**config.mk**
```make
export PLATFORM = sky130hd
export DESIGN_NAME = ulcr_top
export DESIGN_NICKNAME = d
export VERILOG_FILES = /design/src/logic/ulcr_pkg.sv /design/src/logic/ulcr_baud.sv /design/src/logic/ulcr_top.sv
export VERILOG_INCLUDE_DIRS = /design/src /design/src/logic
export SDC_FILE = /design/constraint.sdc
export NUM_CORES = 1
export LEC_CHECK = 0
export BUFFER_PORTS_ARGS = -buffer_cell sky130_fd_sc_hd__buf_2
export CAP_MARGIN = 10
export CORE_MARGIN = 2
export CORE_UTILIZATION = 50
export CTS_BUF_LIST = sky130_fd_sc_hd__clkbuf_8 sky130_fd_sc_hd__clkbuf_16
export DETAILED_ROUTE_END_ITERATION = 10
export PLACE_DENSITY = 0.72
export SLEW_MARGIN = 5
export SYNTH_ARGS = -nofsm -noshare
export SYNTH_HDL_FRONTEND = slang
export SYNTH_SLANG_ARGS = --single-unit
export TNS_END_PERCENT = 50
```
**constraint.sdc**
```tcl
create_clock -name aclk -period 3.4 [get_ports aclk]
set_clock_uncertainty 0.15 [all_clocks]
set_input_delay 0.85 -clock aclk [delete_from_list [all_inputs] [get_ports aclk]]
set_output_delay 0.85 -clock aclk [all_outputs]
set_load 0.02 [all_outputs]
```
**src/logic/ulcr_defines.svh**
```systemverilog
// Register map, field positions, reset values and timing counts of the UART block
`ifndef ULCR_DEFINES_SVH
`define ULCR_DEFINES_SVH

// ----------------------------------------------------------------
// Register byte addresses
// ----------------------------------------------------------------
`define ULCR_ADDR_DATA 32'hFFFF0700
`define ULCR_ADDR_DLM_IER 32'hFFFF0704
`define ULCR_ADDR_LCR 32'hFFFF070C
`define ULCR_ADDR_PCR 32'hFFFF0710
`define ULCR_ADDR_LSR 32'hFFFF0714

// ----------------------------------------------------------------
// Reset values
// ----------------------------------------------------------------
`define ULCR_RST_BYTE 8'h00
`define ULCR_RST_LSR 8'h60

// ----------------------------------------------------------------
// line_control fields
// ----------------------------------------------------------------
`define ULCR_LCR_DIVISOR_ACCESS_SELECT 7
`define ULCR_LCR_BRK 6
`define ULCR_LCR_SP 5
`define ULCR_LCR_EPS 4
`define ULCR_LCR_PEN 3
`define ULCR_LCR_STOP 2
`define ULCR_LCR_WLS_HI 1
`define ULCR_LCR_WLS_LO 0

// ----------------------------------------------------------------
// port_control fields and input mux codes
// ----------------------------------------------------------------
`define ULCR_PCR_MUX_HI 7
`define ULCR_PCR_MUX_LO 6
`define ULCR_PCR_LOOP 4
`define ULCR_MUX_LIN 2'h0
`define ULCR_MUX_GPIO 2'h2

// ----------------------------------------------------------------
// Oversampling counts in 16x ticks, and the last data bit index for five-bit words
// ----------------------------------------------------------------
`define ULCR_TICK_LAST 4'hF
`define ULCR_TICK_HALF 4'h7
`define ULCR_STOP_ONE 6'h10
`define ULCR_STOP_ONE_HALF 6'h18
`define ULCR_STOP_TWO 6'h20
`define ULCR_MIN_BITS 3'h4

// ----------------------------------------------------------------
// AXI responses
// ----------------------------------------------------------------
`define ULCR_RESP_OKAY 2'h0
`define ULCR_RESP_SLVERR 2'h2

`endif

```
**src/logic/ulcr_pkg.sv**
```systemverilog
// Types shared by the UART register block modules
package ulcr_pkg;

    // ----------------------------------------------------------------
    // Register selected by an address and the divisor access bit
    // ----------------------------------------------------------------
    typedef enum {
        REG_NONE, REG_DATA, REG_DLL, REG_IER, REG_DLM, REG_LCR, REG_PCR, REG_LSR
    } ulcr_reg_type;

    // ----------------------------------------------------------------
    // Serial engine states
    // ----------------------------------------------------------------
    typedef enum {TX_IDLE, TX_START, TX_DATA, TX_PAR, TX_STOP} ulcr_tx_state_type;
    typedef enum {RX_IDLE, RX_START, RX_DATA, RX_PAR, RX_STOP} ulcr_rx_state_type;

    // ----------------------------------------------------------------
    // Baud divider state
    // ----------------------------------------------------------------
    typedef struct packed {
        logic [16:0] count;
        logic tick;
    } ulcr_baud_state_type;

endpackage

```
**src/logic/ulcr_baud.sv**
```systemverilog
// Baud divider producing the 16x oversampling enable pulse
`timescale 1ns/10ps
`default_nettype none

module ulcr_baud #(
    parameter int DIV_W = 16
) (
    input wire logic aclk,
    input wire logic aresetn,
    input wire logic [DIV_W-1:0] divisor,
    output logic tick
);

    ulcr_pkg::ulcr_baud_state_type s_r;
    ulcr_pkg::ulcr_baud_state_type s_nxt;

    // Count 2*divisor core cycles per tick; a zero divisor halts the tick
    always_comb begin
        s_nxt = s_r;
        s_nxt.tick = 1'b0;
        if (divisor == '0) begin
            s_nxt.count = '0;
        end else if (s_r.count == 17'h00000) begin
            s_nxt.count = {divisor, 1'b0} - 17'h00001;
            s_nxt.tick = 1'b1;
        end else begin
            s_nxt.count = s_r.count - 17'h00001;
        end
    end

    // State register
    always_ff @(posedge aclk) begin
        if (!aresetn) begin
            s_r <= '0;
        end else begin
            s_r <= s_nxt;
        end
    end

    assign tick = s_r.tick;

endmodule

`default_nettype wire

```
**src/logic/ulcr_top.sv**
```systemverilog
// UART line control registers with serial transmitter and receiver behind AXI4-Lite
//
// Decided for this implementation: the AXI4-Lite register port.
`timescale 1ns/10ps
`default_nettype none
`include "ulcr_defines.svh"

// Contract
// - Writing the data address with divisor access clear sends that byte serially.
// - Reading the data address with divisor access clear returns the last character.
// - Divisor low byte is read/write, resets zero, shares the data address.
// - Divisor high byte is read/write, resets zero, sets baud with low byte.
// - Divisor access set selects divisor bytes; clear selects data and enable regs.
// - Force break holds the serial output low until cleared; with loopback set, txd is held high instead.
// - Stick parity with parity enable forces parity to the even select value.
// - Even select picks even parity when set, odd when clear, both directions.
// - Parity enable adds a transmitted parity bit and receive checking.
// - Stop control set gives 1.5 stops for five bits, else two stops.
// - Stop control clear gives exactly one stop bit.
// - Receiver validates only the first stop bit.
// - Input select 00 takes the LIN input, 10 the GPIO pin five.
// - Loopback set enters loopback and holds the external output high.
// - Line status is read-only current status, resetting to 0x60.
// - Receive-full sets on a new character, clears on a buffer read.
// - Empty flags track holding and shift registers; a holding write clears both.
// - Framing error sets on a bad stop bit, clears automatically.
// - Overrun sets when an unread character is overwritten, clears automatically.
module ulcr_top (
    input wire logic aclk,
    input wire logic aresetn,
    input wire logic [31:0] s_axi_awaddr,
    input wire logic s_axi_awvalid,
    output logic s_axi_awready,
    input wire logic [31:0] s_axi_wdata,
    input wire logic [3:0] s_axi_wstrb,
    input wire logic s_axi_wvalid,
    output logic s_axi_wready,
    output logic [1:0] s_axi_bresp,
    output logic s_axi_bvalid,
    input wire logic s_axi_bready,
    input wire logic [31:0] s_axi_araddr,
    input wire logic s_axi_arvalid,
    output logic s_axi_arready,
    output logic [31:0] s_axi_rdata,
    output logic [1:0] s_axi_rresp,
    output logic s_axi_rvalid,
    input wire logic s_axi_rready,
    input wire logic lin_rx,
    input wire logic gpio_pin_five,
    output logic txd
);

    // ----------------------------------------------------------------
    // State
    // ----------------------------------------------------------------
    typedef struct packed {
        logic aw_held;
        logic [31:0] awaddr;
        logic w_held;
        logic [7:0] wdata;
        logic wlane;
        logic aw_rdy;
        logic w_rdy;
        logic bvalid;
        logic [1:0] bresp;
        logic ar_rdy;
        logic rvalid;
        logic [1:0] rresp;
        logic [7:0] rdata;
        logic [7:0] line_control;
        logic [7:0] port_control;
        logic [7:0] interrupt_enable_reg;
        logic [7:0] baud_divisor_low;
        logic [7:0] baud_divisor_high;
        logic [7:0] tx_holding;
        logic thr_full;
        ulcr_pkg::ulcr_tx_state_type tx_st;
        logic [7:0] tx_sh;
        logic [5:0] tx_cnt;
        logic [2:0] tx_bit;
        logic tx_par;
        logic tx_line;
        logic txd;
        ulcr_pkg::ulcr_rx_state_type rx_st;
        logic [3:0] rx_cnt;
        logic [2:0] rx_bit;
        logic [7:0] rx_sh;
        logic rx_pb;
        logic [7:0] rx_buffer;
        logic receive_full_flag;
        logic overrun;
        logic parity_err;
        logic framing_error;
        logic break_ind;
    } ulcr_top_state_type;

    ulcr_top_state_type s_r;
    ulcr_top_state_type s_nxt;
    logic tick;

    // ----------------------------------------------------------------
    // Helpers
    // ----------------------------------------------------------------
    // Address decode shared by the read and write paths
    function automatic ulcr_pkg::ulcr_reg_type reg_decode(input logic [31:0] addr,
                                                           input logic divisor_access_select);
        reg_decode = ulcr_pkg::REG_NONE;
        case (addr)
            `ULCR_ADDR_DATA: reg_decode = divisor_access_select ? ulcr_pkg::REG_DLL : ulcr_pkg::REG_DATA;
            `ULCR_ADDR_DLM_IER: reg_decode = divisor_access_select ? ulcr_pkg::REG_DLM : ulcr_pkg::REG_IER;
            `ULCR_ADDR_LCR: reg_decode = ulcr_pkg::REG_LCR;
            `ULCR_ADDR_PCR: reg_decode = ulcr_pkg::REG_PCR;
            `ULCR_ADDR_LSR: reg_decode = ulcr_pkg::REG_LSR;
            default: reg_decode = ulcr_pkg::REG_NONE;
        endcase
    endfunction

    // Parity bit for the active data bits; used by both directions
    function automatic logic parity_of(input logic [7:0] data, input logic [7:0] lcr);
        logic [7:0] mask;
        mask = 8'hFF >> (2'h3 - lcr[`ULCR_LCR_WLS_HI:`ULCR_LCR_WLS_LO]);
        if (lcr[`ULCR_LCR_SP]) begin
            parity_of = lcr[`ULCR_LCR_EPS];
        end else if (lcr[`ULCR_LCR_EPS]) begin
            parity_of = ^(data & mask);
        end else begin
            parity_of = ~^(data & mask);
        end
    endfunction

    // ----------------------------------------------------------------
    // Baud tick
    // ----------------------------------------------------------------
    ulcr_baud #(
        .DIV_W(16)
    ) u_baud (
        .aclk(aclk),
        .aresetn(aresetn),
        .divisor({s_r.baud_divisor_high, s_r.baud_divisor_low}),
        .tick(tick)
    );

    // ----------------------------------------------------------------
    // Next state
    // ----------------------------------------------------------------
    always_comb begin
        ulcr_pkg::ulcr_reg_type wsel;
        ulcr_pkg::ulcr_reg_type rsel;
        logic [7:0] lcr;
        logic [2:0] last_bit;
        logic [5:0] stop_ticks;
        logic rxd;
        logic do_write;
        logic rd_accept;
        logic clr_ready;
        logic clr_errs;
        s_nxt = s_r;
        lcr = s_r.line_control;
        last_bit = `ULCR_MIN_BITS + {1'b0, lcr[`ULCR_LCR_WLS_HI:`ULCR_LCR_WLS_LO]};
        clr_ready = 1'b0;
        clr_errs = 1'b0;

        // Write channel capture; address and data may come in either order
        if (s_r.aw_rdy && s_axi_awvalid) begin
            s_nxt.aw_held = 1'b1;
            s_nxt.awaddr = s_axi_awaddr;
        end
        if (s_r.w_rdy && s_axi_wvalid) begin
            s_nxt.w_held = 1'b1;
            s_nxt.wdata = s_axi_wdata[7:0];
            s_nxt.wlane = s_axi_wstrb[0];
        end
        if (s_r.bvalid && s_axi_bready) begin
            s_nxt.bvalid = 1'b0;
        end

        // Register write once both halves are held
        do_write = s_r.aw_held && s_r.w_held && !s_r.bvalid;
        wsel = reg_decode(s_r.awaddr, lcr[`ULCR_LCR_DIVISOR_ACCESS_SELECT]);
        if (do_write) begin
            s_nxt.aw_held = 1'b0;
            s_nxt.w_held = 1'b0;
            s_nxt.bvalid = 1'b1;
            s_nxt.bresp = (wsel == ulcr_pkg::REG_NONE) ? `ULCR_RESP_SLVERR : `ULCR_RESP_OKAY;
            if (s_r.wlane) begin
                case (wsel)
                    ulcr_pkg::REG_DATA: begin
                        s_nxt.tx_holding = s_r.wdata;
                        s_nxt.thr_full = 1'b1;
                    end
                    ulcr_pkg::REG_DLL: s_nxt.baud_divisor_low = s_r.wdata;
                    ulcr_pkg::REG_DLM: s_nxt.baud_divisor_high = s_r.wdata;
                    ulcr_pkg::REG_IER: s_nxt.interrupt_enable_reg = s_r.wdata;
                    ulcr_pkg::REG_LCR: s_nxt.line_control = s_r.wdata;
                    ulcr_pkg::REG_PCR: s_nxt.port_control = s_r.wdata;
                    default: s_nxt.bresp = s_nxt.bresp; // Status is read-only
                endcase
            end
        end

        // Read channel; side effects happen when the address is taken
        rd_accept = s_r.ar_rdy && s_axi_arvalid;
        rsel = reg_decode(s_axi_araddr, lcr[`ULCR_LCR_DIVISOR_ACCESS_SELECT]);
        if (s_r.rvalid && s_axi_rready) begin
            s_nxt.rvalid = 1'b0;
        end
        if (rd_accept) begin
            s_nxt.rvalid = 1'b1;
            s_nxt.rresp = (rsel == ulcr_pkg::REG_NONE) ? `ULCR_RESP_SLVERR : `ULCR_RESP_OKAY;
            case (rsel)
                ulcr_pkg::REG_DATA: begin
                    s_nxt.rdata = s_r.rx_buffer;
                    clr_ready = 1'b1;
                end
                ulcr_pkg::REG_DLL: s_nxt.rdata = s_r.baud_divisor_low;
                ulcr_pkg::REG_DLM: s_nxt.rdata = s_r.baud_divisor_high;
                ulcr_pkg::REG_IER: s_nxt.rdata = s_r.interrupt_enable_reg;
                ulcr_pkg::REG_LCR: s_nxt.rdata = s_r.line_control;
                ulcr_pkg::REG_PCR: s_nxt.rdata = s_r.port_control;
                ulcr_pkg::REG_LSR: begin
                    s_nxt.rdata = {1'b0, !s_r.thr_full && (s_r.tx_st == ulcr_pkg::TX_IDLE),
                                   !s_r.thr_full, s_r.break_ind, s_r.framing_error,
                                   s_r.parity_err, s_r.overrun, s_r.receive_full_flag};
                    clr_errs = 1'b1;
                end
                default: s_nxt.rdata = `ULCR_RST_BYTE;
            endcase
        end

        // Read clears first, so a same-cycle receive event below wins
        if (clr_ready) begin
            s_nxt.receive_full_flag = 1'b0;
        end
        if (clr_errs) begin
            s_nxt.overrun = 1'b0;
            s_nxt.parity_err = 1'b0;
            s_nxt.framing_error = 1'b0;
            s_nxt.break_ind = 1'b0;
        end

        // Transmitter: a 16-tick start bit, data LSB first, parity, stops
        if (lcr[`ULCR_LCR_STOP]) begin
            stop_ticks = (lcr[`ULCR_LCR_WLS_HI:`ULCR_LCR_WLS_LO] == 2'h0) ?
                         `ULCR_STOP_ONE_HALF : `ULCR_STOP_TWO;
        end else begin
            stop_ticks = `ULCR_STOP_ONE;
        end
        case (s_r.tx_st)
            ulcr_pkg::TX_IDLE: begin
                if (s_r.thr_full && !(do_write && wsel == ulcr_pkg::REG_DATA)) begin
                    s_nxt.tx_sh = s_r.tx_holding;
                    s_nxt.thr_full = 1'b0;
                    s_nxt.tx_cnt = '0;
                    s_nxt.tx_bit = '0;
                    s_nxt.tx_st = ulcr_pkg::TX_START;
                end
            end
            ulcr_pkg::TX_START: begin
                if (tick) begin
                    s_nxt.tx_cnt = s_r.tx_cnt + 6'h01;
                    if (s_r.tx_cnt[3:0] == `ULCR_TICK_LAST) begin
                        s_nxt.tx_cnt = '0;
                        s_nxt.tx_par = parity_of(s_r.tx_sh, lcr);
                        s_nxt.tx_st = ulcr_pkg::TX_DATA;
                    end
                end
            end
            ulcr_pkg::TX_DATA: begin
                if (tick) begin
                    s_nxt.tx_cnt = s_r.tx_cnt + 6'h01;
                    if (s_r.tx_cnt[3:0] == `ULCR_TICK_LAST) begin
                        s_nxt.tx_cnt = '0;
                        s_nxt.tx_sh = {1'b0, s_r.tx_sh[7:1]};
                        s_nxt.tx_bit = s_r.tx_bit + 3'h1;
                        if (s_r.tx_bit == last_bit) begin
                            s_nxt.tx_st = lcr[`ULCR_LCR_PEN] ? ulcr_pkg::TX_PAR
                                                             : ulcr_pkg::TX_STOP;
                        end
                    end
                end
            end
            ulcr_pkg::TX_PAR: begin
                if (tick) begin
                    s_nxt.tx_cnt = s_r.tx_cnt + 6'h01;
                    if (s_r.tx_cnt[3:0] == `ULCR_TICK_LAST) begin
                        s_nxt.tx_cnt = '0;
                        s_nxt.tx_st = ulcr_pkg::TX_STOP;
                    end
                end
            end
            ulcr_pkg::TX_STOP: begin
                if (tick) begin
                    s_nxt.tx_cnt = s_r.tx_cnt + 6'h01;
                    if (s_r.tx_cnt + 6'h01 >= stop_ticks) begin
                        s_nxt.tx_st = ulcr_pkg::TX_IDLE;
                    end
                end
            end
            default: s_nxt.tx_st = ulcr_pkg::TX_IDLE;
        endcase

        // Line level from the next engine state, then break and loopback
        case (s_nxt.tx_st)
            ulcr_pkg::TX_START: s_nxt.tx_line = 1'b0;
            ulcr_pkg::TX_DATA: s_nxt.tx_line = s_nxt.tx_sh[0];
            ulcr_pkg::TX_PAR: s_nxt.tx_line = s_nxt.tx_par;
            default: s_nxt.tx_line = 1'b1;
        endcase
        if (s_nxt.line_control[`ULCR_LCR_BRK]) begin
            s_nxt.tx_line = 1'b0;
        end
        s_nxt.txd = s_nxt.port_control[`ULCR_PCR_LOOP] ? 1'b1 : s_nxt.tx_line;

        // Receive source; reserved mux codes read as an idle line
        if (s_r.port_control[`ULCR_PCR_LOOP]) begin
            rxd = s_r.tx_line;
        end else begin
            case (s_r.port_control[`ULCR_PCR_MUX_HI:`ULCR_PCR_MUX_LO])
                `ULCR_MUX_LIN: rxd = lin_rx;
                `ULCR_MUX_GPIO: rxd = gpio_pin_five;
                default: rxd = 1'b1;
            endcase
        end

        // Receiver: centre-sampled bits at 16 ticks apart
        case (s_r.rx_st)
            ulcr_pkg::RX_IDLE: begin
                if (tick && !rxd) begin
                    s_nxt.rx_cnt = '0;
                    s_nxt.rx_bit = '0;
                    s_nxt.rx_sh = '0;
                    s_nxt.rx_st = ulcr_pkg::RX_START;
                end
            end
            ulcr_pkg::RX_START: begin
                if (tick) begin
                    s_nxt.rx_cnt = s_r.rx_cnt + 4'h1;
                    if (s_r.rx_cnt == `ULCR_TICK_HALF) begin
                        s_nxt.rx_cnt = '0;
                        // A glitch shorter than half a bit is not a start
                        s_nxt.rx_st = rxd ? ulcr_pkg::RX_IDLE : ulcr_pkg::RX_DATA;
                    end
                end
            end
            ulcr_pkg::RX_DATA: begin
                if (tick) begin
                    s_nxt.rx_cnt = s_r.rx_cnt + 4'h1;
                    if (s_r.rx_cnt == `ULCR_TICK_LAST) begin
                        s_nxt.rx_sh[s_r.rx_bit] = rxd;
                        s_nxt.rx_bit = s_r.rx_bit + 3'h1;
                        if (s_r.rx_bit == last_bit) begin
                            s_nxt.rx_st = lcr[`ULCR_LCR_PEN] ? ulcr_pkg::RX_PAR
                                                             : ulcr_pkg::RX_STOP;
                        end
                    end
                end
            end
            ulcr_pkg::RX_PAR: begin
                if (tick) begin
                    s_nxt.rx_cnt = s_r.rx_cnt + 4'h1;
                    if (s_r.rx_cnt == `ULCR_TICK_LAST) begin
                        s_nxt.rx_pb = rxd;
                        s_nxt.rx_st = ulcr_pkg::RX_STOP;
                    end
                end
            end
            ulcr_pkg::RX_STOP: begin
                if (tick) begin
                    s_nxt.rx_cnt = s_r.rx_cnt + 4'h1;
                    if (s_r.rx_cnt == `ULCR_TICK_LAST) begin
                        // Only this first stop bit is checked; extra stops look idle
                        s_nxt.rx_st = ulcr_pkg::RX_IDLE;
                        s_nxt.rx_buffer = s_r.rx_sh;
                        s_nxt.receive_full_flag = 1'b1;
                        if (s_r.receive_full_flag && !clr_ready) begin
                            s_nxt.overrun = 1'b1;
                        end
                        if (!rxd) begin
                            s_nxt.framing_error = 1'b1;
                        end
                        if (lcr[`ULCR_LCR_PEN] && s_r.rx_pb != parity_of(s_r.rx_sh, lcr)) begin
                            s_nxt.parity_err = 1'b1;
                        end
                        if (!rxd && s_r.rx_sh == '0 && !(lcr[`ULCR_LCR_PEN] && s_r.rx_pb)) begin
                            s_nxt.break_ind = 1'b1;
                        end
                    end
                end
            end
            default: s_nxt.rx_st = ulcr_pkg::RX_IDLE;
        endcase

        // Registered ready terms so every bus output comes from a flop
        s_nxt.aw_rdy = !s_nxt.aw_held && !s_nxt.bvalid;
        s_nxt.w_rdy = !s_nxt.w_held && !s_nxt.bvalid;
        s_nxt.ar_rdy = !s_nxt.rvalid;
    end

    // ----------------------------------------------------------------
    // State register
    // ----------------------------------------------------------------
    always_ff @(posedge aclk) begin
        if (!aresetn) begin
            s_r <= '0;
            s_r.aw_rdy <= 1'b1;
            s_r.w_rdy <= 1'b1;
            s_r.ar_rdy <= 1'b1;
            s_r.tx_st <= ulcr_pkg::TX_IDLE;
            s_r.rx_st <= ulcr_pkg::RX_IDLE;
            s_r.tx_line <= 1'b1; // Idle high
            s_r.txd <= 1'b1;
            s_r.rx_buffer <= `ULCR_RST_BYTE;
        end else begin
            s_r <= s_nxt;
        end
    end

    // ----------------------------------------------------------------
    // Outputs
    // ----------------------------------------------------------------
    assign s_axi_awready = s_r.aw_rdy;
    assign s_axi_wready = s_r.w_rdy;
    assign s_axi_bvalid = s_r.bvalid;
    assign s_axi_bresp = s_r.bresp;
    assign s_axi_arready = s_r.ar_rdy;
    assign s_axi_rvalid = s_r.rvalid;
    assign s_axi_rresp = s_r.rresp;
    assign s_axi_rdata = {24'h000000, s_r.rdata};
    assign txd = s_r.txd;

endmodule

`default_nettype wire

```
Yosys cells after proc, flatten, opt, wreduce, memory -nomap -nowiden
Index checks and enable logic that the tools add are counted.

word-level totals
  bits in registers = 240
  bits in latches = 0
  RAM bits = 0
  memory bits (read-only) = 0
  bits of input ports = 109
  output and inout port bits = 42
  logic and storage cells = 269
  memories kept = 0

operators by class
  add/sub/neg operators = 8
  multiply operators = 0
  divide/modulo/power cells = 0
  $lt $le $gt $ge = 3
  equality and inequality tests = 57
  shifts and indexed selects = 1
  muxes and demuxes = 91
  bitwise gates (word level) = 3
  reduce and logical (&&, ||, !) cells = 63

operators by type and width
  operator                 number
  $eq A32 B2 Y1 const B    11
  $mux W32                 11
  $eq A32 B32 Y1 const B   10
  $pmux W32 S5             2
  $eq A32 B3 Y1 const B    9
  $eq A32 B1 Y1 const B    5
  $logic_not A32 Y1        5
  $mux W36                 4
  $mux W49                 2
  $mux W48                 2
  $mux W47                 2
  $pmux W8 S7              1
  $mux W50                 1
  $sub A17 B1 Y17 const B  2
  $mux W33                 1
  $mux W8                  4
  $mux W6                  5
  $pmux W3 S5              2
  $mux W1                  28
  $pmux W6 S4              1
  $reduce_and A3 Y1        8
  $mux W11                 2
  $pmux W11 S2             1
  $pmux W4 S5              1
  other kinds (48)         106

Longest topological paths before layout
Gate-level depths: netlist (run 1).

  word-level depth = 15
  mapped depth = 12
  gate-level depth less buffers = 12

Modules after synthesis
Synthesis (run 1) repeated with hierarchy kept, for this count alone.

unflattened totals
  cell total of the unflattened synthesis = 1,087
  area, all modules = 9,549.2 µm²

by module, submodules not included
  module     times used  cells each  area each (µm²)  sequential area each (µm²)
  ulcr_top   1           953         8,386.8          3,823.7
  ulcr_baud  1           134         1,162.4          360.3

Worst setup path after synthesis (run 1)
No wires, ideal clock.

  kind = input -> register
  start = in s_axi_araddr[23]
  end = reg s_r, in the netlist s_axi_rdata[0]
  library setup time = 0.080 ns
  arrival = 2.665 ns
  required time = 3.170 ns
  slack = 0.505 ns
  stages on the path = 6
  buffers on the path = 0
  cell sequence = nand4_1 -> or4_1 -> or3_1 -> nor4b_2 -> a221oi_1 -> nor3b_1

between the ends
  word-level cells in the longest chain between the ends = 4
  elaborated cells on any way between the ends = 14
  classes of those cells = 12 x eq/ne; 2 x mux

RTL lines
  element                                RTL line         RTL
  start: declaration                     ulcr_top.sv:41   input wire logic [31:0] s_axi_araddr,
  $eq A32 B32 Y1                         ulcr_top.sv:108  case (addr)
  $pmux W3 S5 *                          ulcr_top.sv:108
  $eq A32 B3 Y1 (tied with other cells)  ulcr_top.sv:210  case (rsel)
  $pmux W8 S7 *                          ulcr_top.sv:210
  end signal: assignment                 ulcr_top.sv:414  s_r <= s_nxt;
  end: declaration                       ulcr_top.sv:97   ulcr_top_state_type s_r;

Mark *: on every way between the ends. The rest lies on a longest branch, timed or not.
A chain may end at the register's enable or synchronous reset.

Final worst setup path (run 1)
  start = reg s_r[107] (netlist name)
  end = reg txd (netlist name)

between the ends
  word-level cells in the longest chain between the ends = 7
  elaborated cells on any way between the ends = 23
  classes of those cells = 7 x eq/ne; 15 x mux; 1 x reduce/logical

RTL lines
  element                                         RTL line         RTL
  $mux W32                                        ulcr_top.sv:275  if (s_r.tx_bit == last_bit) begin
  $mux W49                                        ulcr_top.sv:271  if (s_r.tx_cnt[3:0] == `ULCR_TICK_LAST) begin
  $mux W49                                        ulcr_top.sv:269  if (tick) begin
  $pmux W32 S5                                    ulcr_top.sv:248  case (s_r.tx_st)
  $eq A32 B2 Y1 or $eq A32 B1 Y1 (tied branches)  ulcr_top.sv:303  case (s_nxt.tx_st)
  $pmux W1 S3 *                                   ulcr_top.sv:303
  $mux W1 *                                       ulcr_top.sv:309  if (s_nxt.line_control[`ULCR_LCR_BRK]) begin

Mark *: on every way between the ends. The rest lies on a longest branch, timed or not. The select of a mux whose other input is x is not followed.

==> results of run 1 <==
## registers in the layout (all words and copies together), names as in the netlist
name and cells:
s_axi_arready 1, s_axi_awready 1, s_axi_bresp 1, s_axi_bvalid 1
s_axi_rdata 8, s_axi_rresp 1, s_axi_rvalid 1, s_axi_wready 1
s_r 175, txd 1, u_baud.s_r 17, u_baud.tick 1
## report_power, final
group	switching, mW	internal, mW
logic	0.166	0.103
registers	0.0506	2.51
clock network	0.982	1.59
## per-layer routing
layer | vias to the layer above | share of wire
met5 | - | 0
met1 | 3729 | 0.47
met4 | 0 | 0.016
li1 | 4033 | -
met2 | 209 | 0.46
met3 | 39 | 0.053
## final cells by class
cell class / instances / area, µm²
Clock buffer: 26 / 616.8
Inverter: 26 / 97.59
Sequential cell: 209 / 4184
Timing Repair Buffer: 117 / 635.6
Fill cell: 1734 / 8130
Multi-Input combinational cell: 833 / 5298
Tap cell: 265 / 331.6
Clock inverter: 14 / 168.9
## placed cells by master (no fill, tap or decap), types with 4 or more instances in the layout
| cell | instances |
|---|---|
| sky130_fd_sc_hd__buf_4 | 20 |
| sky130_fd_sc_hd__nor2b_1 | 46 |
| sky130_fd_sc_hd__conb_1 | 55 |
| sky130_fd_sc_hd__a32oi_1 | 4 |
| sky130_fd_sc_hd__inv_1 | 28 |
| sky130_fd_sc_hd__xor2_1 | 20 |
| sky130_fd_sc_hd__nand2_1 | 149 |
| sky130_fd_sc_hd__nor2_1 | 67 |
| sky130_fd_sc_hd__nor3b_1 | 19 |
| sky130_fd_sc_hd__nand2b_1 | 5 |
| sky130_fd_sc_hd__nand3_1 | 28 |
| sky130_fd_sc_hd__a211oi_1 | 16 |
| sky130_fd_sc_hd__mux2i_1 | 72 |
| sky130_fd_sc_hd__a21o_1 | 4 |
| sky130_fd_sc_hd__clkinv_2 | 6 |
| sky130_fd_sc_hd__nand3b_1 | 6 |
| sky130_fd_sc_hd__bufinv_16 | 4 |
| sky130_fd_sc_hd__o221ai_1 | 7 |
| sky130_fd_sc_hd__buf_2 | 97 |
| sky130_fd_sc_hd__nor3_1 | 21 |
| sky130_fd_sc_hd__and2_1 | 12 |
| sky130_fd_sc_hd__nand4_1 | 16 |
| sky130_fd_sc_hd__clkbuf_16 | 23 |
| sky130_fd_sc_hd__ha_1 | 12 |
| sky130_fd_sc_hd__or3_1 | 8 |
| sky130_fd_sc_hd__a221oi_1 | 8 |
| sky130_fd_sc_hd__o21ai_0 | 24 |
| sky130_fd_sc_hd__o22ai_1 | 4 |
| sky130_fd_sc_hd__a21oi_1 | 37 |
| sky130_fd_sc_hd__xnor2_1 | 27 |
| sky130_fd_sc_hd__a21boi_0 | 61 |
| sky130_fd_sc_hd__nor4b_1 | 4 |
| sky130_fd_sc_hd__a22oi_1 | 15 |
| sky130_fd_sc_hd__dfxtp_1 | 209 |
| sky130_fd_sc_hd__nor4_1 | 17 |
| sky130_fd_sc_hd__and3_1 | 8 |
## worst max-delay path, cell delays in order, from the launching register on
cell                        delay, ps
sky130_fd_sc_hd__dfxtp_1          300
sky130_fd_sc_hd__nor4_1           390
sky130_fd_sc_hd__nand4_1          180
sky130_fd_sc_hd__nor3_2           540
sky130_fd_sc_hd__and4b_1          330
sky130_fd_sc_hd__nor2_1            70
sky130_fd_sc_hd__a2111oi_2        470
sky130_fd_sc_hd__o21ai_0          230
## metrics by stage
| step | setup WS (ps) | power, mW | instance area [µm²] | hold slack [ps] | std cells |
|---|---|---|---|---|---|
| after floorplan | 505.3 | 2.804 | 10100 | 278.8 | 1165 |
| after global placement | 363.5 | 2.878 | 10550 | 294.6 | 1450 |
| after detailed placement | 347.2 | 2.884 | 10550 | 300.8 | 1450 |
| after CTS | 578.8 | 5.446 | 11330 | 309.1 | 1490 |
| after global routing | 389.7 | 5.599 | 11330 | 332.6 | 1490 |
| final | 584.3 | 5.407 | 11330 | 307.9 | 1490 |
## synthesized netlist by cell type (3+ instances only)
cell,instances,share of area
sky130_fd_sc_hd__o221ai_1,7,0.0062
sky130_fd_sc_hd__nand3b_1,6,0.0045
sky130_fd_sc_hd__nor3b_1,19,0.014
sky130_fd_sc_hd__a32oi_1,4,0.0035
sky130_fd_sc_hd__a221oi_1,8,0.0071
sky130_fd_sc_hd__and3b_1,3,0.0027
sky130_fd_sc_hd__nor4b_1,4,0.0035
sky130_fd_sc_hd__nand3_1,28,0.014
sky130_fd_sc_hd__o22ai_1,4,0.0025
sky130_fd_sc_hd__xor2_1,20,0.018
sky130_fd_sc_hd__ha_1,12,0.015
sky130_fd_sc_hd__a211oi_1,16,0.012
sky130_fd_sc_hd__and4b_1,3,0.0030
sky130_fd_sc_hd__nor2b_1,46,0.029
sky130_fd_sc_hd__nand4_1,16,0.010
sky130_fd_sc_hd__buf_1,4,0.0015
sky130_fd_sc_hd__mux2_2,3,0.0034
sky130_fd_sc_hd__buf_2,6,0.0030
sky130_fd_sc_hd__and2_1,12,0.0076
sky130_fd_sc_hd__a22oi_1,15,0.011
sky130_fd_sc_hd__nand2b_1,5,0.0032
sky130_fd_sc_hd__dfxtp_1,209,0.42
sky130_fd_sc_hd__nand2_1,149,0.056
sky130_fd_sc_hd__nor2_1,67,0.025
sky130_fd_sc_hd__a21o_1,4,0.0030
sky130_fd_sc_hd__a21oi_1,37,0.019
sky130_fd_sc_hd__a21boi_0,61,0.046
sky130_fd_sc_hd__clkbuf_1,47,0.018
sky130_fd_sc_hd__or3_1,8,0.0051
sky130_fd_sc_hd__a31oi_1,3,0.0019
sky130_fd_sc_hd__nor3_1,21,0.011
sky130_fd_sc_hd__nor4_1,18,0.011
sky130_fd_sc_hd__and3_1,8,0.0051
sky130_fd_sc_hd__buf_4,38,0.029
sky130_fd_sc_hd__mux2i_1,72,0.073
sky130_fd_sc_hd__xnor2_1,27,0.024
sky130_fd_sc_hd__o21a_1,3,0.0023
sky130_fd_sc_hd__o21ai_0,24,0.012
sky130_fd_sc_hd__inv_1,25,0.0095
sky130_fd_sc_hd__nand4b_1,3,0.0027
## cell families after synthesis
family | count (synthesis) | synth area share
other | 1 | 0.0003788
AOI/OAI and AO/OA | 207 | 0.1474
buffers and inverters | 123 | 0.06332
and+or+nand+nor | 437 | 0.2333
DFF | 209 | 0.4226
xor gates and xnor gates | 47 | 0.04158
muxes | 75 | 0.07621
adders and majority gates | 12 | 0.01517
## worst paths after layout
path,start,to,slack [ps],cells past startpoint
setup / recovery,s_r[107],txd,580,7
hold / removal,s_r[179],s_r[179],310,2
setup reg to reg,s_r[107],txd,580,7
hold reg to reg,s_r[179],s_r[179],310,2
==> results.ini, run 1 <==
[sta]
fin_crit_sh=0.8282
timing.max_slew.rel_slack=0.5180
rsz0062_at_grt=no
finalHoldViolations=0
timing.setup.tns_ps=0
maximum_clock_frequency_mhz=355.1
finalWorstPathRequiredPeriod_ps=2816
finalSetupViolations=0
slew_viol_final=0
timing_worst_slew_pin_value_ps=713.0

[synth]
synth_area_per_cell_um2=8.910
cell_count_after_synthesis=1111
yosys_warnings=0
flip_flop_and_latch_count_after_synthesis=209
yosys.cell_types.count=76
flip_flop_cell_with_the_highest_count_after_synthesis=sky130_fd_sc_hd__dfxtp_1
mappedNetlistArea_mm2=0.009899
synth_edf_count=0
postSynth.asyncResetShare=0
synth_seq_area_share=0.4226

[die]
die_outline_area_mm2=0.02094
num_io_pins=151
fp-row-count=51
floorplan.initialDensity=0.5086
die_h_um=144.7
die_x_um=144.7
core_footprint_mm2=0.01946

[global_route]
grt_use_met2=0.3472
vias_in_the_first_global_route=7238
grt-ovfl-total=0
top_usage_layer=met2
globalRouteMet1Util=0.2876
track_usage=0.2094
grt_use_met3=0.03225
antenna_found_initial=0
wire_length_of_the_first_global_routing_pass_um=35870
grt_max_degree=68

[clocking]
cts_tree=yes
cts.reportedPaths.clkPinSlew_ps=60
numClockSinks=209
cts-resized-gates=0
postCtsSetupRepairBufs=0
clock_tree.htree_level_count=1
clock_latency_late_sink_ps=500
clockBufferDepth=3
clock_tree.root_cell=sky130_fd_sc_hd__clkbuf_16
cts_hold_buf=0
cts-buffers-inserted=22

[route]
drt_first_iter_violations=442
routed_via_density=5.376
vias=8010
drt.antenna.violating_nets=0
detail_route.wl_per_cell_um=14.87
drt_drc_violations_left=0
postRouteWirelength_um=22160
drt-pass1-iter-count=5

[setup_path]
cp.arrival_ps=3010
path_max_fanout=9
sort_of_element_at_the_start_of_the_critical_path=flop
endpoint_kind=flop
timing_worst_setup_path_type=flop to flop
cp.required_ps=3590

[placed_design]
gp_congestion=0.8409
buffer_ports.inserted=97
hpwl_um=15390

[run]
timing.max_cap.violations=0

[final_layout]
syn2layout_area_growth_pct=14.47
end_of_flow_core_utilization=0.5823
n_antenna_cell=0
final_nets=1330
layout_cell_share_with_drive_strength_beyond_1=0.1469

[run_status]
outcome=completed

[pwr]
p_leak_nw=4.527
powerDensity_mw_per_mm2=477.2
ir_drop_v=0.0003628

[min_path]
timing.hold.worst.class=flop to flop

Power figures use the tool's default switching activity.
==> run 2: changes to the inputs <==
==> constraint.sdc (replaced) <==
create_clock -name aclk -period 2.8 [get_ports aclk]
set_clock_uncertainty 0.15 [all_clocks]
set_input_delay 0.7 -clock aclk [delete_from_list [all_inputs] [get_ports aclk]]
set_output_delay 0.7 -clock aclk [all_outputs]
set_load 0.02 [all_outputs]
==> results.ini, run 2 (synthesis gave the netlist of run 1 again) <==
[global_route]
grt-ovfl-total=0  ; unchanged
vias_in_the_first_global_route=7437  ; was 7,238
wire_length_of_the_first_global_routing_pass_um=36380  ; was 35,870 µm
grt_max_degree=43  ; was 68
track_usage=0.2133  ; was 0.2094
antenna_found_initial=0  ; unchanged

[placed_design]
placedInstanceArea_mm2=0.01074  ; was 0.01055 mm²
hpwl_um=15920  ; was 15,390 µm
buffer_ports.inserted=97  ; unchanged
pre_cts_slack_ps=2.190  ; was 347.2 ps
gp_congestion=0.8222  ; was 0.8409

[clocking]
cts-buffers-inserted=23  ; was 22
clock_tree.root_cell=sky130_fd_sc_hd__clkbuf_16  ; unchanged
cts_hold_buf=0  ; unchanged
clock_latency_late_sink_ps=510  ; was 500 ps
numClockSinks=209  ; unchanged
cts_tree=yes  ; unchanged
cts.reportedPaths.clkPinSlew_ps=60  ; about the same
clockBufferDepth=3  ; unchanged
clock_tree.htree_level_count=1  ; unchanged

[final_layout]
largest_register_ffs=175  ; unchanged
final_nets=1354  ; was 1,330
filler_cell_count=1727  ; was 1,734
mostFrequentLayoutCell=sky130_fd_sc_hd__dfxtp_1  ; unchanged
stdcell_area_mm2=0.01148  ; was 0.01133 mm²
layout_cell_share_with_drive_strength_beyond_1=0.1633  ; was 0.1469
syn2layout_area_growth_pct=15.96  ; was 14.47%
seq_area_mm2=0.004184  ; unchanged
top_register=s_r  ; unchanged
n_antenna_cell=0  ; unchanged
layout.cells.most_common_list=sky130_fd_sc_hd__dfxtp_1 (209), sky130_fd_sc_hd__nand2_1 (149), sky130_fd_sc_hd__buf_2 (97), sky130_fd_sc_hd__mux2i_1 (72), sky130_fd_sc_hd__nor2_1 (67)  ; unchanged
area_used_by_multi_input_combinational_logic_mm2=0.005303  ; was 0.005298 mm²

[sta]
fin_crit_sh=0.9514  ; was 0.8282
finalWorstPathRequiredPeriod_ps=2664  ; was 2816 ps
finalSetupViolations=0  ; unchanged
finalHoldViolations=0  ; unchanged
rsz0062_at_grt=no  ; unchanged
timing.max_slew.rel_slack=0.5349  ; was 0.5180
maximum_clock_frequency_mhz=375.4  ; was 355.1 MHz
final.hold.worst_slack_ps=284.0  ; was 307.9 ps
timing_worst_slew_pin_value_ps=693.0  ; was 713.0 ps
post-route-worst-setup-slack_ps=136.1  ; was 584.3 ps
timing.setup.tns_ps=0  ; unchanged
slew_viol_final=0  ; unchanged

[setup_path]
sort_of_element_at_the_start_of_the_critical_path=flop  ; unchanged
timing_worst_setup_path_type=flop to flop  ; unchanged
timing.reg2reg.setup_slack_ps=140  ; was 580 ps
path_max_fanout=4  ; was 9
cp.arrival_ps=2870  ; was 3010 ps
endpoint_kind=flop  ; unchanged
critical_r2r_capture=txd  ; unchanged
critical_path_endpoint=txd  ; unchanged
worstRegToRegCells=7  ; unchanged
cp.required_ps=3010  ; was 3590 ps
cp-startpoint=s_r[214]  ; was s_r[107]
worst_r2r_startpoint=s_r[214]  ; was s_r[107]

[route]
detail_route.wl_per_cell_um=14.72  ; was 14.87 µm
drt.antenna.violating_nets=0  ; unchanged
drt_first_iter_violations=360  ; was 442
routed_via_density=5.304  ; was 5.376
postRouteWirelength_um=22280  ; was 22,160 µm
vias=8030  ; was 8,010
drt_drc_violations_left=0  ; unchanged
drt-pass1-iter-count=5  ; unchanged

[die]
floorplan.initialDensity=0.5086  ; unchanged
die_h_um=144.7  ; unchanged
die_x_um=144.7  ; unchanged
die_outline_area_mm2=0.02094  ; unchanged
fp-row-count=51  ; unchanged
num_io_pins=151  ; unchanged
core_footprint_mm2=0.01946  ; unchanged

[pwr]
p_leak_nw=4.634  ; was 4.527 nW
powerDensity_mw_per_mm2=551.8  ; was 477.2 mW/mm²
total_power_mw=6.334  ; was 5.407 mW
ir_drop_v=0.0004620  ; was 0.0003628 V

[run_status]
outcome=completed  ; unchanged

[run]
timing.max_cap.violations=0  ; unchanged

[min_path]
timing.hold.worst.class=primary input to flop  ; was flop to flop
worst_hold_path.num_cells=3  ; was 2

run 2: critical path, stage by stage (launching register included):
cell and delay, ps:
sky130_fd_sc_hd__dfxtp_1 340, sky130_fd_sc_hd__nand4_2 150, sky130_fd_sc_hd__nor4_4 370, sky130_fd_sc_hd__nand2_2 110, sky130_fd_sc_hd__or4_4 570, sky130_fd_sc_hd__and4bb_2 390, sky130_fd_sc_hd__mux2i_1 260, sky130_fd_sc_hd__o21ai_0 180
run 2: what timing repair did:
| item | CTS | global route |
|---|---|---|
| setup endpoints to repair | 0 | 4 |
| gates resized for setup | 0 | 3 |
| setup buffers | 0 | 0 |
run 2: worst min path at each step:
stage                     slack [ps]        startpoint       endpoint
after CTS                        270  s_axi_awaddr[11]       s_r[200]
after global routing             290  s_axi_awaddr[21]       s_r[210]
final                            280    s_axi_wstrb[0]       s_r[179]
after global placement           290          s_r[217]       s_r[217]
after floorplan                  280     u_baud.s_r[1]  u_baud.s_r[1]
after detailed placement         300          s_r[217]       s_r[217]
run 2: layer usage:
metal | GRT usage | vias up | wire, µm
met1 | 0.2798 | 3712 | 10280
met5 | 0 | - | 0
met3 | 0.02929 | 40 | 1061
met2 | 0.3644 | 209 | 10380
li1 | - | 4069 | -
met4 | 0.06898 | 0 | 558
run 2: stage by stage:
| stage | cells | utilization |
|---|---|---|
| 5_1_grt | 1514 | 0.5898 |
| 4_1_cts | 1514 | 0.5894 |
| 3_5_place_dp | 1473 | 0.5520 |
| 2_1_floorplan | 1165 | - |
| 6_report | 1514 | 0.5898 |
| 3_3_place_gp | 1473 | 0.5520 |
run 2: power breakdown:
part / internal, mW / total (mW) / switching [mW]
clock: 1.69 / 2.89 / 1.19
combinational: 0.131 / 0.335 / 0.204
sequential: 3.05 / 3.11 / 0.0623
run 2: cell type report:
class / instances / share of cell area
Clock buffer: 27 / 0.05493
Sequential cell: 209 / 0.3645
Timing Repair Buffer: 140 / 0.07292
Tap cell: 265 / 0.02888
Multi-Input combinational cell: 833 / 0.4619
Inverter: 26 / 0.008501
Clock inverter: 14 / 0.008392
==> run 3: changes to the inputs <==
--- a/config.mk
+++ b/config.mk
@@ -16,5 +16,6 @@
 export SLEW_MARGIN = 5
 export SYNTH_ARGS = -nofsm -noshare
 export SYNTH_HDL_FRONTEND = slang
+export SYNTH_HIERARCHICAL = 1
 export SYNTH_SLANG_ARGS = --single-unit
 export TNS_END_PERCENT = 50
==> results.ini, run 3 <==
[synth]
dominant_combinational_cell_family_by_area_after_synthesis=simple AND/OR/NAND/NOR gates  ; unchanged
yosys_warnings=6  ; was 0
yosys-top-cells-count=sky130_fd_sc_hd__dfxtp_1 (209), sky130_fd_sc_hd__nand2_1 (157), sky130_fd_sc_hd__nor2_1 (119), sky130_fd_sc_hd__a21oi_1 (77), sky130_fd_sc_hd__mux2i_1 (59)  ; was sky130_fd_sc_hd__dfxtp_1 (209), sky130_fd_sc_hd__nand2_1 (149), sky130_fd_sc_hd__mux2i_1 (72), sky130_fd_sc_hd__nor2_1 (67), sky130_fd_sc_hd__a21boi_0 (61)
synth-simple-area-share=0.2282  ; was 0.2333
synth_seq_area_share=0.4382  ; was 0.4226
flip_flop_cell_with_the_highest_count_after_synthesis=sky130_fd_sc_hd__dfxtp_1  ; unchanged
postSynth.asyncResetShare=0  ; unchanged
synth_edf_count=0  ; unchanged
synth.area.top_cells=sky130_fd_sc_hd__dfxtp_1 (44%), sky130_fd_sc_hd__mux2i_1 (6.2%), sky130_fd_sc_hd__nand2_1 (6.2%), sky130_fd_sc_hd__nor2_1 (4.7%), sky130_fd_sc_hd__a21oi_1 (4.0%)  ; was sky130_fd_sc_hd__dfxtp_1 (42%), sky130_fd_sc_hd__mux2i_1 (7.3%), sky130_fd_sc_hd__nand2_1 (5.6%), sky130_fd_sc_hd__a21boi_0 (4.6%), sky130_fd_sc_hd__nor2b_1 (2.9%)
flip_flop_and_latch_count_after_synthesis=209  ; unchanged
synth_area_per_cell_um2=8.785  ; was 8.910 µm²
synth_fa_ha_area_frac=0.01834  ; was 0.01517
synthMostInstantiatedCell=sky130_fd_sc_hd__dfxtp_1  ; unchanged
synth_compound_gate_area_share=0.1420  ; was 0.1474
mappedNetlistArea_mm2=0.009549  ; was 0.009899 mm²
cell_count_after_synthesis=1087  ; was 1,111
yosys.cell_types.count=86  ; was 76
yosys.area_share.xor_xnor=0.04219  ; was 0.04158
synth_top_cell_by_area=sky130_fd_sc_hd__dfxtp_1  ; unchanged
synth_top_cell_area_share=0.4382  ; was 0.4226
post_synth_mux_area_share=0.07010  ; was 0.07621

[setup_path]
critical_path_endpoint=txd  ; unchanged
crit_path_max_incr_delay_ps=410  ; was 570 ps
ordered_cell_list_for_the_critical_path=or3_4, nor4_4, nand4_4, nor4b_2, buf_4, mux2i_1, nand2b_1  ; was nand4_2, nor4_4, nand2_2, or4_4, and4bb_2, mux2i_1, o21ai_0
timing.reg2reg.setup_slack_ps=230  ; was 140 ps
sort_of_element_at_the_start_of_the_critical_path=flop  ; unchanged
critical_path_depth=7  ; unchanged
critical_r2r_capture=txd  ; unchanged
timing.critical_path.max_delay_family=simple AND/OR/NAND/NOR gates  ; unchanged
path_max_fanout=8  ; was 4
timing_worst_setup_path_type=flop to flop  ; unchanged
worstRegToRegCells=7  ; unchanged
cp-startpoint=s_r[189]  ; was s_r[214]
worst_r2r_startpoint=s_r[189]  ; was s_r[214]
endpoint_kind=flop  ; unchanged
cp.required_ps=3020  ; was 3010 ps
cp.arrival_ps=2790  ; was 2870 ps
critical_path_buf_inv_count=1  ; was 0
critical-path-slowest-cell=sky130_fd_sc_hd__or3_4  ; was sky130_fd_sc_hd__or4_4

[final_layout]
layout.cells.most_common_list=sky130_fd_sc_hd__dfxtp_1 (209), sky130_fd_sc_hd__nand2_1 (157), sky130_fd_sc_hd__nor2_1 (119), sky130_fd_sc_hd__buf_2 (97), sky130_fd_sc_hd__a21oi_1 (77)  ; was sky130_fd_sc_hd__dfxtp_1 (209), sky130_fd_sc_hd__nand2_1 (149), sky130_fd_sc_hd__buf_2 (97), sky130_fd_sc_hd__mux2i_1 (72), sky130_fd_sc_hd__nor2_1 (67)
stdcell_area_mm2=0.01114  ; was 0.01148 mm²
syn2layout_area_growth_pct=16.61  ; was 15.96%
final_nets=1340  ; was 1,354
end_of_flow_core_utilization=0.5953  ; was 0.5898
filler_cell_count=1671  ; was 1,727
seq_area_mm2=0.004184  ; unchanged
area_used_by_multi_input_combinational_logic_mm2=0.004996  ; was 0.005303 mm²
final-instance-count-excl-fill=1466  ; was 1,514
layout_cell_share_with_drive_strength_beyond_1=0.1778  ; was 0.1633
n_antenna_cell=0  ; unchanged
top_register=s_r  ; unchanged
mostFrequentLayoutCell=sky130_fd_sc_hd__dfxtp_1  ; unchanged
largest_register_ffs=175  ; unchanged

[global_route]
vias_in_the_first_global_route=7478  ; was 7,437
wire_length_of_the_first_global_routing_pass_um=36280  ; was 36,380 µm
antenna_found_initial=0  ; unchanged
track_usage=0.2182  ; was 0.2133
grt_max_degree=55  ; was 43
grt-ovfl-total=0  ; unchanged

[sta]
finalWorstPathRequiredPeriod_ps=2565  ; was 2664 ps
timing_worst_slew_pin_value_ps=605.5  ; was 693.0 ps
timing.setup.tns_ps=0  ; unchanged
fin_crit_sh=0.9162  ; was 0.9514
finalHoldViolations=0  ; unchanged
timing.max_slew.rel_slack=0.5948  ; was 0.5349
maximum_clock_frequency_mhz=389.8  ; was 375.4 MHz
finalSetupViolations=0  ; unchanged
rsz0062_at_grt=no  ; unchanged
slew_viol_final=0  ; unchanged

[pwr]
power.sequential.fraction=0.484  ; was 0.491
ir_drop_v=0.0004375  ; was 0.0004620 V
power_switching_share=0.2231  ; was 0.2305
clock_power_share=0.466  ; was 0.456
combinationalPowerShare=0.050  ; was 0.053
power_switching_mw=1.433  ; was 1.460 mW
total_power_mw=6.423  ; was 6.334 mW
power_report.internal_total_mw=4.990  ; was 4.874 mW
p_leak_nw=4.407  ; was 4.634 nW
powerDensity_mw_per_mm2=576.8  ; was 551.8 mW/mm²

[clocking]
postCtsSetupRepairBufs=0  ; unchanged
cts_tree=yes  ; unchanged
numClockSinks=209  ; unchanged
clock_tree.root_cell=sky130_fd_sc_hd__clkbuf_16  ; unchanged
clock_tree.htree_level_count=1  ; unchanged
cts_hold_buf=0  ; unchanged
cts.reportedPaths.clkPinSlew_ps=60  ; about the same
cts-buffers-inserted=23  ; unchanged
cts-resized-gates=0  ; unchanged
clock_latency_late_sink_ps=500  ; was 510 ps
clockBufferDepth=3  ; unchanged

[die]
die_outline_area_mm2=0.02022  ; was 0.02094 mm²
die_x_um=142.2  ; was 144.7 µm
num_io_pins=151  ; unchanged
floorplan.initialDensity=0.5105  ; was 0.5086
core_footprint_mm2=0.01871  ; was 0.01946 mm²
die_h_um=142.2  ; was 144.7 µm
fp-row-count=50  ; was 51

[route]
drt-pass1-iter-count=5  ; unchanged
drt.antenna.violating_nets=0  ; unchanged
detail_route.wl_per_cell_um=15.05  ; was 14.72 µm
drt_first_iter_violations=481  ; was 360
vias=7944  ; was 8,030
routed_via_density=5.419  ; was 5.304
drt_drc_violations_left=0  ; unchanged
postRouteWirelength_um=22060  ; was 22,280 µm

[placed_design]
placedInstanceArea_mm2=0.01038  ; was 0.01074 mm²
gp_congestion=0.9131  ; was 0.8222
buffer_ports.inserted=97  ; unchanged
hpwl_um=15820  ; was 15,920 µm
post-place-cells=1426  ; was 1,473

[run]
timing.max_cap.violations=0  ; unchanged

[min_path]
timing.hold.worst.class=primary input to flop  ; unchanged
worst_hold_startpoint=s_axi_awaddr[28]  ; was s_axi_wstrb[0]

[run_status]
outcome=completed  ; unchanged

-- run 3: through the flow --
step           hold slack [ps]  worst slack (ps)
5_1_grt                  272.6             51.14
6_report                 282.6             234.6
2_1_floorplan            276.3            -42.97
4_1_cts                  268.4             158.5
3_5_place_dp             292.6            -59.66
3_3_place_gp             284.3            -65.43
-- run 3: worst min path at each step --
stage | to | depth (start not counted)
final | s_r[217] | 3
after global routing | s_r[209] | 3
after CTS | s_r[209] | 3
after detailed placement | s_r[142] | 2
after global placement | s_axi_rdata[3] | 2
after floorplan | s_axi_rdata[3] | 2
-- run 3: kinds of logic after synthesis --
kind of cell	Yosys count
buf+inv	113
other cells	1
mux	66
xor+xnor	46
simple gates	438
compound gates	200
fa+ha+maj	14
flops	209
-- run 3: layer usage --
metal | global-route usage | routed length [µm]
met3 | 0.02961 | 1150
met5 | 0 | 0
met1 | 0.2919 | 10230
met4 | 0.06158 | 494
met2 | 0.3699 | 10190
-- run 3: layout make-up --
class	instances	area share
tap	234	0.02629
clock buffer	29	0.05910
clock inverter	11	0.009101
timing repair buffer	141	0.07326
sequential	209	0.3757
inverter	23	0.007865
multi-input combinational	819	0.4487
-- run 3: worst register-to-register path: stages (launching register included) --
cell and delay, ps:
sky130_fd_sc_hd__dfxtp_1 310, sky130_fd_sc_hd__or3_4 410, sky130_fd_sc_hd__nor4_4 410, sky130_fd_sc_hd__nand4_4 230, sky130_fd_sc_hd__nor4b_2 320, sky130_fd_sc_hd__buf_4 240, sky130_fd_sc_hd__mux2i_1 250, sky130_fd_sc_hd__nand2b_1 110
-- run 3: power groups by stage --
| stage | clock network [mW] | logic, mW | registers (mW) |
|---|---|---|---|
| finish | 2.99 | 0.318 | 3.11 |
| global route | 3.17 | 0.358 | 3.12 |
| CTS | 3.05 | 0.319 | 3.11 |
| detailed placement | 0 | 0.318 | 3.18 |
| global placement | 0 | 0.315 | 3.17 |
| floorplan | 0 | 0.231 | 3.16 |
